[src/tw_pkg.sv]
package tw_pkg;

  // ---------------------------------------------------------------
  // Timing
  // ---------------------------------------------------------------
  localparam int CLK_PERIOD_NS = 40;
  localparam int T_HALF_NS     = 5000;
  localparam int HALF_CYC      = (T_HALF_NS + CLK_PERIOD_NS - 1) / CLK_PERIOD_NS;
  localparam int T_BUF_NS      = 4700;
  localparam int BUF_CYC       = (T_BUF_NS + CLK_PERIOD_NS - 1) / CLK_PERIOD_NS;
  localparam int T_GLITCH_NS   = 50;
  localparam int GLITCH_CYC    = (T_GLITCH_NS + CLK_PERIOD_NS - 1) / CLK_PERIOD_NS;

  localparam logic [15:0] DIV_RST = 16'(HALF_CYC - 1);
  localparam logic [15:0] BUF_RST = 16'(BUF_CYC - 1);

  // ---------------------------------------------------------------
  // Register offsets
  // ---------------------------------------------------------------
  localparam logic [7:0] ADDR_CMD  = 8'h00;
  localparam logic [7:0] ADDR_TXD  = 8'h04;
  localparam logic [7:0] ADDR_RXD  = 8'h08;
  localparam logic [7:0] ADDR_STAT = 8'h0c;
  localparam logic [7:0] ADDR_DIV  = 8'h10;

  // ---------------------------------------------------------------
  // Field positions
  // ---------------------------------------------------------------
  localparam int CMD_START  = 0;
  localparam int CMD_WRITE  = 1;
  localparam int CMD_READ   = 2;
  localparam int CMD_STOP   = 3;
  localparam int CMD_NACK   = 4;

  localparam int STAT_BUSY  = 0;
  localparam int STAT_HELD  = 1;
  localparam int STAT_BUSBY = 2;
  localparam int STAT_NACK  = 3;
  localparam int STAT_DONE  = 4;
  localparam int STAT_ERR   = 5;
  localparam int STAT_ARB   = 6;

  localparam logic [3:0] LAST_BIT = 4'h8;

  // ---------------------------------------------------------------
  // Engine states
  // ---------------------------------------------------------------
  typedef enum logic [3:0] {
    ST_IDLE,
    ST_START_A,
    ST_START_B,
    ST_HOLD,
    ST_BIT_LOW,
    ST_BIT_HIGH,
    ST_RS_A,
    ST_RS_B,
    ST_STOP_A,
    ST_STOP_B,
    ST_STOP_C
  } tw_state_t;

endpackage

[src/tw_bus_mon.sv]
`timescale 1ns/10ps
module tw_bus_mon
  import tw_pkg::*;
(
  input  wire logic hclk,
  input  wire logic hresetn,
  input  wire logic scl_f,
  input  wire logic sda_f,
  output logic      bus_busy
);
  // ---------------------------------------------------------------
  // Start and stop detection, bus free timer
  // ---------------------------------------------------------------
  typedef struct packed {
    logic        p_scl;
    logic        p_sda;
    logic        busy;
    logic        freeing;
    logic [15:0] cnt;
  } tw_mon_st_t;

  tw_mon_st_t st;
  tw_mon_st_t next_st;
  logic       start_seen;
  logic       stop_seen;

  always_comb begin
    start_seen    = st.p_sda && !sda_f && scl_f && st.p_scl;
    stop_seen     = !st.p_sda && sda_f && scl_f && st.p_scl;
    next_st       = st;
    next_st.p_scl = scl_f;
    next_st.p_sda = sda_f;
    if (start_seen) begin
      next_st.busy    = 1'b1;
      next_st.freeing = 1'b0;
    end else if (stop_seen) begin
      next_st.freeing = 1'b1;
      next_st.cnt     = BUF_RST;
    end else if (st.freeing) begin
      if (st.cnt == 16'h0000) begin
        next_st.busy    = 1'b0;
        next_st.freeing = 1'b0;
      end else begin
        next_st.cnt = st.cnt - 16'h0001;
      end
    end
  end

  always_ff @(posedge hclk or negedge hresetn) begin
    if (!hresetn) begin
      st <= '{p_scl: 1'b1, p_sda: 1'b1, busy: 1'b0, freeing: 1'b0, cnt: 16'h0000};
    end else begin
      st <= next_st;
    end
  end

  assign bus_busy = st.busy;
endmodule

[src/tw_line_filter.sv]
`timescale 1ns/10ps
module tw_line_filter
  import tw_pkg::*;
#(
  parameter int FILT = GLITCH_CYC
) (
  input  wire logic hclk,
  input  wire logic hresetn,
  input  wire logic line_in,
  output logic      line_out
);
  // ---------------------------------------------------------------
  // Two-stage sync, then stability filter
  // ---------------------------------------------------------------
  typedef struct packed {
    logic       s1;
    logic       s2;
    logic       out;
    logic [7:0] cnt;
  } tw_filt_st_t;

  tw_filt_st_t st;
  tw_filt_st_t next_st;

  always_comb begin
    next_st    = st;
    next_st.s1 = line_in;
    next_st.s2 = st.s1;
    if (st.s2 == st.out) begin
      next_st.cnt = 8'h00;
    end else if (st.cnt >= 8'(FILT)) begin
      next_st.out = st.s2;
      next_st.cnt = 8'h00;
    end else begin
      next_st.cnt = st.cnt + 8'h01;
    end
  end

  always_ff @(posedge hclk or negedge hresetn) begin
    if (!hresetn) begin
      st <= '{s1: 1'b1, s2: 1'b1, out: 1'b1, cnt: 8'h00};
    end else begin
      st <= next_st;
    end
  end

  assign line_out = st.out;
endmodule

[src/tw_two_wire_master.sv]
// Register access over AHB-Lite and the address map were chosen for this implementation.
`timescale 1ns/10ps
// Contract
// - Master starts, clocks and ends each transaction
// - One bit per clock, sampled while high
// - Data changes only while clock low
// - Transaction is start, bytes, then stop
// - Bytes travel most significant bit first
// - Acknowledge bit follows every eight bits
// - Slave may stretch clock low; master waits
// - Start: data falls; stop: data rises, clock high
// - Master may issue repeated start mid-transaction
// - Master gives ninth clock for acknowledge
// - Transmitter releases data during acknowledge clock
// - Receiver pulls data low to acknowledge
// - Master receiver leaves last byte unacknowledged
// - First byte: seven-bit address plus direction
module tw_two_wire_master
  import tw_pkg::*;
#(
  parameter int FILT = GLITCH_CYC
) (
  input  wire logic        hclk,
  input  wire logic        hresetn,
  input  wire logic        hsel,
  input  wire logic [31:0] haddr,
  input  wire logic [1:0]  htrans,
  input  wire logic        hwrite,
  input  wire logic [2:0]  hsize,
  input  wire logic [31:0] hwdata,
  input  wire logic        hready,
  output logic      [31:0] hrdata,
  output logic             hreadyout,
  output logic             hresp,
  input  wire logic        scl_i,
  output logic             scl_o,
  output logic             scl_oe,
  input  wire logic        sda_i,
  output logic             sda_o,
  output logic             sda_oe
);
  // ---------------------------------------------------------------
  // State
  // ---------------------------------------------------------------
  typedef struct packed {
    tw_state_t   state;
    logic [15:0] cnt;
    logic [15:0] div;
    logic [3:0]  bit_cnt;
    logic [7:0]  shift;
    logic [7:0]  txd;
    logic [7:0]  rxd;
    logic        wr;
    logic        nack_mode;
    logic        seen;
    logic        samp;
    logic        scl_drv;
    logic        sda_drv;
    logic        start_pend;
    logic        nack_rx;
    logic        done;
    logic        bus_err;
    logic        arb_lost;
    logic        a_wr;
    logic [7:0]  a_addr;
    logic [31:0] rdata;
  } tw_master_st_t;

  tw_master_st_t st;
  tw_master_st_t next_st;
  logic          scl_f;
  logic          sda_f;
  logic          bus_busy;
  logic [4:0]    cmd;
  logic [2:0]    clr;
  logic          set_done;
  logic          set_err;
  logic          set_arb;
  logic [6:0]    stat;

  function automatic logic [15:0] dec(input logic [15:0] v);
    return v - 16'h0001;
  endfunction

  // ---------------------------------------------------------------
  // Line conditioning and bus monitor
  // ---------------------------------------------------------------
  tw_line_filter #(.FILT(FILT)) u_scl_filt (
    .hclk     (hclk),
    .hresetn  (hresetn),
    .line_in  (scl_i),
    .line_out (scl_f)
  );

  tw_line_filter #(.FILT(FILT)) u_sda_filt (
    .hclk     (hclk),
    .hresetn  (hresetn),
    .line_in  (sda_i),
    .line_out (sda_f)
  );

  tw_bus_mon u_mon (
    .hclk     (hclk),
    .hresetn  (hresetn),
    .scl_f    (scl_f),
    .sda_f    (sda_f),
    .bus_busy (bus_busy)
  );

  // ---------------------------------------------------------------
  // Bus slave, command decode and bit engine
  // ---------------------------------------------------------------
  always_comb begin
    next_st  = st;
    set_done = 1'b0;
    set_err  = 1'b0;
    set_arb  = 1'b0;
    clr      = 3'b000;
    cmd      = 5'b00000;
    stat     = {st.arb_lost, st.bus_err, st.done, st.nack_rx, bus_busy,
                (st.state == ST_HOLD),
                (st.state != ST_IDLE && st.state != ST_HOLD) || st.start_pend};

    next_st.a_wr = 1'b0;
    if (hsel && htrans[1] && hready) begin
      next_st.a_wr   = hwrite;
      next_st.a_addr = haddr[7:0];
      case (haddr[7:0])
        ADDR_TXD:  next_st.rdata = 32'(st.txd);
        ADDR_RXD:  next_st.rdata = 32'(st.rxd);
        ADDR_STAT: next_st.rdata = 32'(stat);
        ADDR_DIV:  next_st.rdata = 32'(st.div);
        default:   next_st.rdata = 32'h0000_0000;
      endcase
    end
    if (st.a_wr) begin
      case (st.a_addr)
        ADDR_CMD:  cmd = hwdata[4:0];
        ADDR_TXD:  next_st.txd = hwdata[7:0];
        ADDR_STAT: clr = hwdata[STAT_ARB:STAT_DONE];
        ADDR_DIV:  next_st.div = hwdata[15:0];
        default:   next_st.rdata = st.rdata;
      endcase
    end

    unique case (st.state)
      ST_IDLE: begin
        next_st.scl_drv = 1'b0;
        next_st.sda_drv = 1'b0;
        if (cmd[CMD_START]) begin
          next_st.start_pend = 1'b1;
        end else if (st.start_pend && !bus_busy) begin
          next_st.start_pend = 1'b0;
          next_st.sda_drv    = 1'b1;
          next_st.cnt        = st.div;
          next_st.state      = ST_START_A;
        end
      end
      ST_START_A: begin
        if (st.cnt == 16'h0000) begin
          next_st.scl_drv = 1'b1;
          next_st.cnt     = st.div;
          next_st.state   = ST_START_B;
        end else begin
          next_st.cnt = dec(st.cnt);
        end
      end
      ST_START_B: begin
        if (st.cnt == 16'h0000) begin
          next_st.state = ST_HOLD;
        end else begin
          next_st.cnt = dec(st.cnt);
        end
      end
      ST_HOLD: begin
        next_st.sda_drv = 1'b0;
        next_st.cnt     = st.div;
        next_st.bit_cnt = 4'h0;
        if (cmd[CMD_START]) begin
          next_st.state = ST_RS_A;
        end else if (cmd[CMD_WRITE]) begin
          next_st.shift = st.txd;
          next_st.wr    = 1'b1;
          next_st.state = ST_BIT_LOW;
        end else if (cmd[CMD_READ]) begin
          next_st.wr        = 1'b0;
          next_st.nack_mode = cmd[CMD_NACK];
          next_st.state     = ST_BIT_LOW;
        end else if (cmd[CMD_STOP]) begin
          next_st.sda_drv = 1'b1;
          next_st.state   = ST_STOP_A;
        end
      end
      ST_BIT_LOW: begin
        if (st.bit_cnt < LAST_BIT) begin
          next_st.sda_drv = st.wr && !st.shift[7];
        end else begin
          next_st.sda_drv = !st.wr && !st.nack_mode;
        end
        if (st.cnt == 16'h0000) begin
          next_st.scl_drv = 1'b0;
          next_st.cnt     = st.div;
          next_st.seen    = 1'b0;
          next_st.state   = ST_BIT_HIGH;
        end else begin
          next_st.cnt = dec(st.cnt);
        end
      end
      ST_BIT_HIGH: begin
        if (!st.seen) begin
          if (scl_f) begin
            next_st.seen = 1'b1;
            next_st.samp = sda_f;
          end
        end else if (sda_f != st.samp) begin
          set_err = 1'b1;
        end else if (st.cnt != 16'h0000) begin
          next_st.cnt = dec(st.cnt);
        end else if (st.bit_cnt < LAST_BIT) begin
          next_st.shift   = {st.shift[6:0], st.samp};
          next_st.bit_cnt = st.bit_cnt + 4'h1;
          next_st.scl_drv = 1'b1;
          next_st.cnt     = st.div;
          next_st.state   = ST_BIT_LOW;
          set_arb         = st.wr && !st.sda_drv && !st.samp;
        end else begin
          if (st.wr) begin
            next_st.nack_rx = st.samp;
          end else begin
            next_st.rxd = st.shift;
          end
          set_done        = 1'b1;
          next_st.scl_drv = 1'b1;
          next_st.state   = ST_HOLD;
        end
      end
      ST_RS_A: begin
        if (st.cnt == 16'h0000) begin
          next_st.scl_drv = 1'b0;
          next_st.seen    = 1'b0;
          next_st.cnt     = st.div;
          next_st.state   = ST_RS_B;
        end else begin
          next_st.cnt = dec(st.cnt);
        end
      end
      ST_RS_B, ST_STOP_B: begin
        if (!st.seen) begin
          next_st.seen = scl_f;
        end else if (st.cnt != 16'h0000) begin
          next_st.cnt = dec(st.cnt);
        end else begin
          next_st.sda_drv = (st.state == ST_RS_B);
          next_st.cnt     = st.div;
          next_st.state   = (st.state == ST_RS_B) ? ST_START_A : ST_STOP_C;
        end
      end
      ST_STOP_A: begin
        if (st.cnt == 16'h0000) begin
          next_st.scl_drv = 1'b0;
          next_st.seen    = 1'b0;
          next_st.cnt     = st.div;
          next_st.state   = ST_STOP_B;
        end else begin
          next_st.cnt = dec(st.cnt);
        end
      end
      ST_STOP_C: begin
        if (st.cnt == 16'h0000) begin
          set_done      = 1'b1;
          next_st.state = ST_IDLE;
        end else begin
          next_st.cnt = dec(st.cnt);
        end
      end
    endcase

    if (set_err || set_arb) begin
      next_st.scl_drv = 1'b0;
      next_st.sda_drv = 1'b0;
      next_st.state   = ST_IDLE;
    end
    next_st.done     = (st.done & ~clr[0]) | set_done;
    next_st.bus_err  = (st.bus_err & ~clr[1]) | set_err;
    next_st.arb_lost = (st.arb_lost & ~clr[2]) | set_arb;
  end

  always_ff @(posedge hclk or negedge hresetn) begin
    if (!hresetn) begin
      st     <= '0;
      st.div <= DIV_RST;
    end else begin
      st <= next_st;
    end
  end

  // ---------------------------------------------------------------
  // Outputs
  // ---------------------------------------------------------------
  assign hrdata    = st.rdata;
  assign hreadyout = 1'b1;
  assign hresp     = 1'b0;
  assign scl_o     = 1'b0;
  assign sda_o     = 1'b0;
  assign scl_oe    = st.scl_drv;
  assign sda_oe    = st.sda_drv;
endmodule
[config.mk]
export PLATFORM = sky130hd
export DESIGN_NAME = tw_two_wire_master
export DESIGN_NICKNAME = d
export VERILOG_FILES = /design/src/tw_pkg.sv /design/src/tw_bus_mon.sv /design/src/tw_line_filter.sv /design/src/tw_two_wire_master.sv
export SDC_FILE = /design/constraint.sdc
export NUM_CORES = 1
export LEC_CHECK = 0
export ABC_AREA = 1
export ABC_CLOCK_PERIOD_IN_PS = 2100
export BUFFER_PORTS_ARGS = -buffer_cell sky130_fd_sc_hd__buf_2
export CAP_MARGIN = 20
export CORE_MARGIN = 1
export CORE_UTILIZATION = 50
export DETAILED_ROUTE_END_ITERATION = 10
export PLACE_DENSITY_LB_ADDON = 0.2
export SLEW_MARGIN = 0
export SYNTH_ARGS = -nofsm -noshare
export SYNTH_HDL_FRONTEND = slang
export SYNTH_HIERARCHICAL = 1
export SYNTH_SLANG_ARGS = --single-unit
[constraint.sdc]
create_clock -name hclk -period 2.1 [get_ports hclk]
set_input_delay 0.42 -clock hclk [delete_from_list [all_inputs] [get_ports hclk]]
set_output_delay 0.42 -clock hclk [all_outputs]
set_load 0.05 [all_outputs]
==> run summary <==
Power, Total = 11.2 mW
Hold path start = sda_i
Number of remaining DRC errors = 0
GR Util All Layers = 23.8%
I/O Buffers = 49
Critical R2R Launch = st[96]
Final setup TNS = 0 ns
Avg Cell Area, Syn = 7.54 sq um
Status = finished, final reports clean
Ant. Diodes = 0
Critical path startpoint category = flop
CP arrival = 2.25 ns
Final ANT Viol Nets = 0
Initial cell density of the core = 51.5%
CP startpoint = st[96]
Reg2Reg Setup Slack = 0.16 ns
Number of synthesized flops with an enable pin = 0
Drt wl/cell = 13.5 um
Synthesis-stage register bit count = 142
Fmax = 0.516 GHz
Hold Path Sink = u_sda_filt/next_st[9]
Root Driver = clkbuf_16
Total grt overflow = 0
Vias in the first global route = 6299
PD cells = 1210 nW/um^2
Htree depth = 4
Routed vias = 6897
Die W = 130 um
Worst hold path type = input pin to flop
Skew final = 0.00983 ns
Worst EP required = 2.42 ns
RePlAce Congestion = 0.903
Clk_lat worst skew = 0.43 ns
Drt pass-1 iters = 5
Count of cell types in the netlist = 44
WS Path Type = flop to flop
Maximum fanout along the worst path = 17
Crit end category = flop
Static Leakage = 4.95 nW
Final Cycle Share = 92.3%
R2r endpoint = st[106]
RSZ-0062 raised after global routing = no
Initial antenna violation count = 0
Synth Warn # = 6
DIE HEIGHT = 130 um
# fillers = 1542
Setup repair bufs after CTS = 0
Initial DRC count = 473
Register area share after synthesis = 43.4%
Slew margin rel. = 64.1%
Minimum clock period = 1.94 ns
Final #Nets = 1230
Mapped cell area = 8220 sq um
Die area = 16900 sq um
Post-synth ARST share = 100%
# IOs = 114
Routed WL = 18.6 mm
Cells after Synth = 1090
Max Slew Vio Count = 0
Synth-to-Final Area Change = 12.8%
HPWL after DPL = 13.6 mm
Inserted Clock Buffers = 17
Clock Sinks = 142
Max-cap viol count = 0
Top FF cell, synth = dfrtp_1
Endpoints failing setup = 0
Core ar. = 15900 sq um
Final Hold Fails = 0
DR vias/cell = 5.01
Worst Tran Pin Value = 0.537 ns
Largest net degree at the start of global routing = 49
Layout cell share with drive strength beyond 1 = 17.4%
Clock tree buffer depth = 2
FP Rows = 46
Register-to-Register Path Depth = 11
CTS tree = yes
Max IR drop VDD = 0.000824 V
Worst-path clk slew = 0.06 ns
WHS Path Cells = 1
First-pass GRT wire length = 31.0 mm
cell usage after synthesis, drive strengths merged, types with 2 or more instances:
| cell | instances | share of area [%] |
|---|---|---|
| o21ai | 96 | 6.2 |
| o22ai | 3 | 0.23 |
| nand2 | 375 | 18 |
| clkbuf | 11 | 0.50 |
| ha | 7 | 1.1 |
| mux2 | 6 | 0.82 |
| buf | 45 | 4.1 |
| dfrtp | 129 | 39 |
| inv | 123 | 5.6 |
| nand3b | 5 | 0.61 |
| a21oi | 11 | 0.67 |
| conb | 4 | 0.18 |
| nand4 | 17 | 1.5 |
| nand3 | 81 | 5.5 |
| nor2 | 115 | 6.8 |
| o211ai | 2 | 0.18 |
| or2 | 4 | 0.30 |
| xnor2 | 4 | 0.43 |
| xor2 | 20 | 2.1 |
| dfstp | 13 | 4.2 |
| nor3 | 12 | 0.79 |
sequential cells by signal, indices dropped and copies added (netlist names):
| signal | flops |
|---|---|
| u_scl_filt/line_out | 1 |
| hrdata | 16 |
| u_scl_filt/next_st | 1 |
| scl_oe | 1 |
| u_mon/bus_busy | 1 |
| sda_oe | 1 |
| st | 82 |
| u_sda_filt/line_out | 1 |
| u_mon/st | 19 |
| u_sda_filt/next_st | 1 |
| u_sda_filt/st | 9 |
| u_scl_filt/st | 9 |
metal layers:
layer | vias to the layer above | wire [um] | global-route usage, %
li1 | 3481 | - | -
met1 | 3244 | 8910 | 32.9
met2 | 152 | 8590 | 37.8
met3 | 20 | 896 | 4.96
met4 | 0 | 229 | 6.70
met5 | - | 0 | 0
area by class of cell:
class / instances / area (sq um) / share of cell area (%)
sequential: 142 / 3570 / 38.5
timing repair buffer: 68 / 422 / 4.55
clock buffer: 19 / 443 / 4.78
clock inverter: 13 / 186 / 2.01
multi-input combinational: 795 / 3920 / 42.2
inverter: 123 / 464 / 5.01
tap: 216 / 270 / 2.92
worst max path at each step:
stage | endpoint | cells after the start
after floorplan | scl_oe | 11
after global placement | st[112] | 13
after detailed placement | st[114] | 13
after CTS | st[114] | 13
after global routing | st[114] | 13
final | st[106] | 11
critical path, cell delays in order (launching register included):
cell and delay [ns]:
dfrtp_1 0.40, inv_1 0.09, ha_1 0.22, nand2_2 0.11, nor2_4 0.14, nand3b_4 0.16, o21ai_2 0.26, inv_2 0.08
nand2_4 0.18, nand2_1 0.08, nand2_1 0.07, inv_1 0.04
where the power goes:
part	leakage, nW	switching (mW)	total [mW]	internal [mW]
Sequential	1.76	0.548	3.78	3.23
Clock	0.308	1.20	3.23	2.03
Combinational	2.88	2.81	4.21	1.40
cell usage in the layout (no fill, tap or decap), types with 10 or more instances in the layout:
cell	netlist	layout
clkbuf_16	0	17
nand3_1	73	73
o21ai_0	76	76
nor2_2	17	18
nor2_4	11	12
nor2_1	87	85
nand4_1	16	16
buf_2	6	48
a21oi_1	11	11
inv_1	112	112
buf_4	36	16
dfstp_2	13	13
xor2_1	20	20
nand2_1	352	352
nor3_1	11	11
o21ai_1	12	12
conb_1	4	30
nand2_2	16	16
inv_2	10	10
dfrtp_1	129	129
repair_timing:
action                                 CTS  global route
resized for setup                        0             3
endpoints found under the hold margin   42             0
setup endpoints to repair                0            10
hold buffers                             1             0
metrics by stage:
stage	setup WS, ns	utilization, %	std cells	hold WS, ns	cell area [sq um]
3_3_place_gp	0.141	54.1	1343	0.346	8620
6_report	0.162	58.1	1376	0.0899	9270
2_1_floorplan	0.365	-	1116	0.124	8310
4_1_cts	0.0666	58.1	1376	0.0788	9260
3_5_place_dp	0.0989	54.1	1343	0.349	8620
5_1_grt	0.0135	58.1	1376	0.0807	9270
cells by family after synthesis:
logic type                 Yosys count  synth area share (%)
other                                4                 0.183
xor gates and xnor gates            24                  2.56
adders and majority gates            7                  1.07
DFF                                142                  43.4
AOI/OAI and AO/OA                  117                  7.77
muxes                                7                 0.944
and+or+nand+nor                    610                  33.8
buffers and inverters              179                  10.2
(Power assumes the default switching activity.)
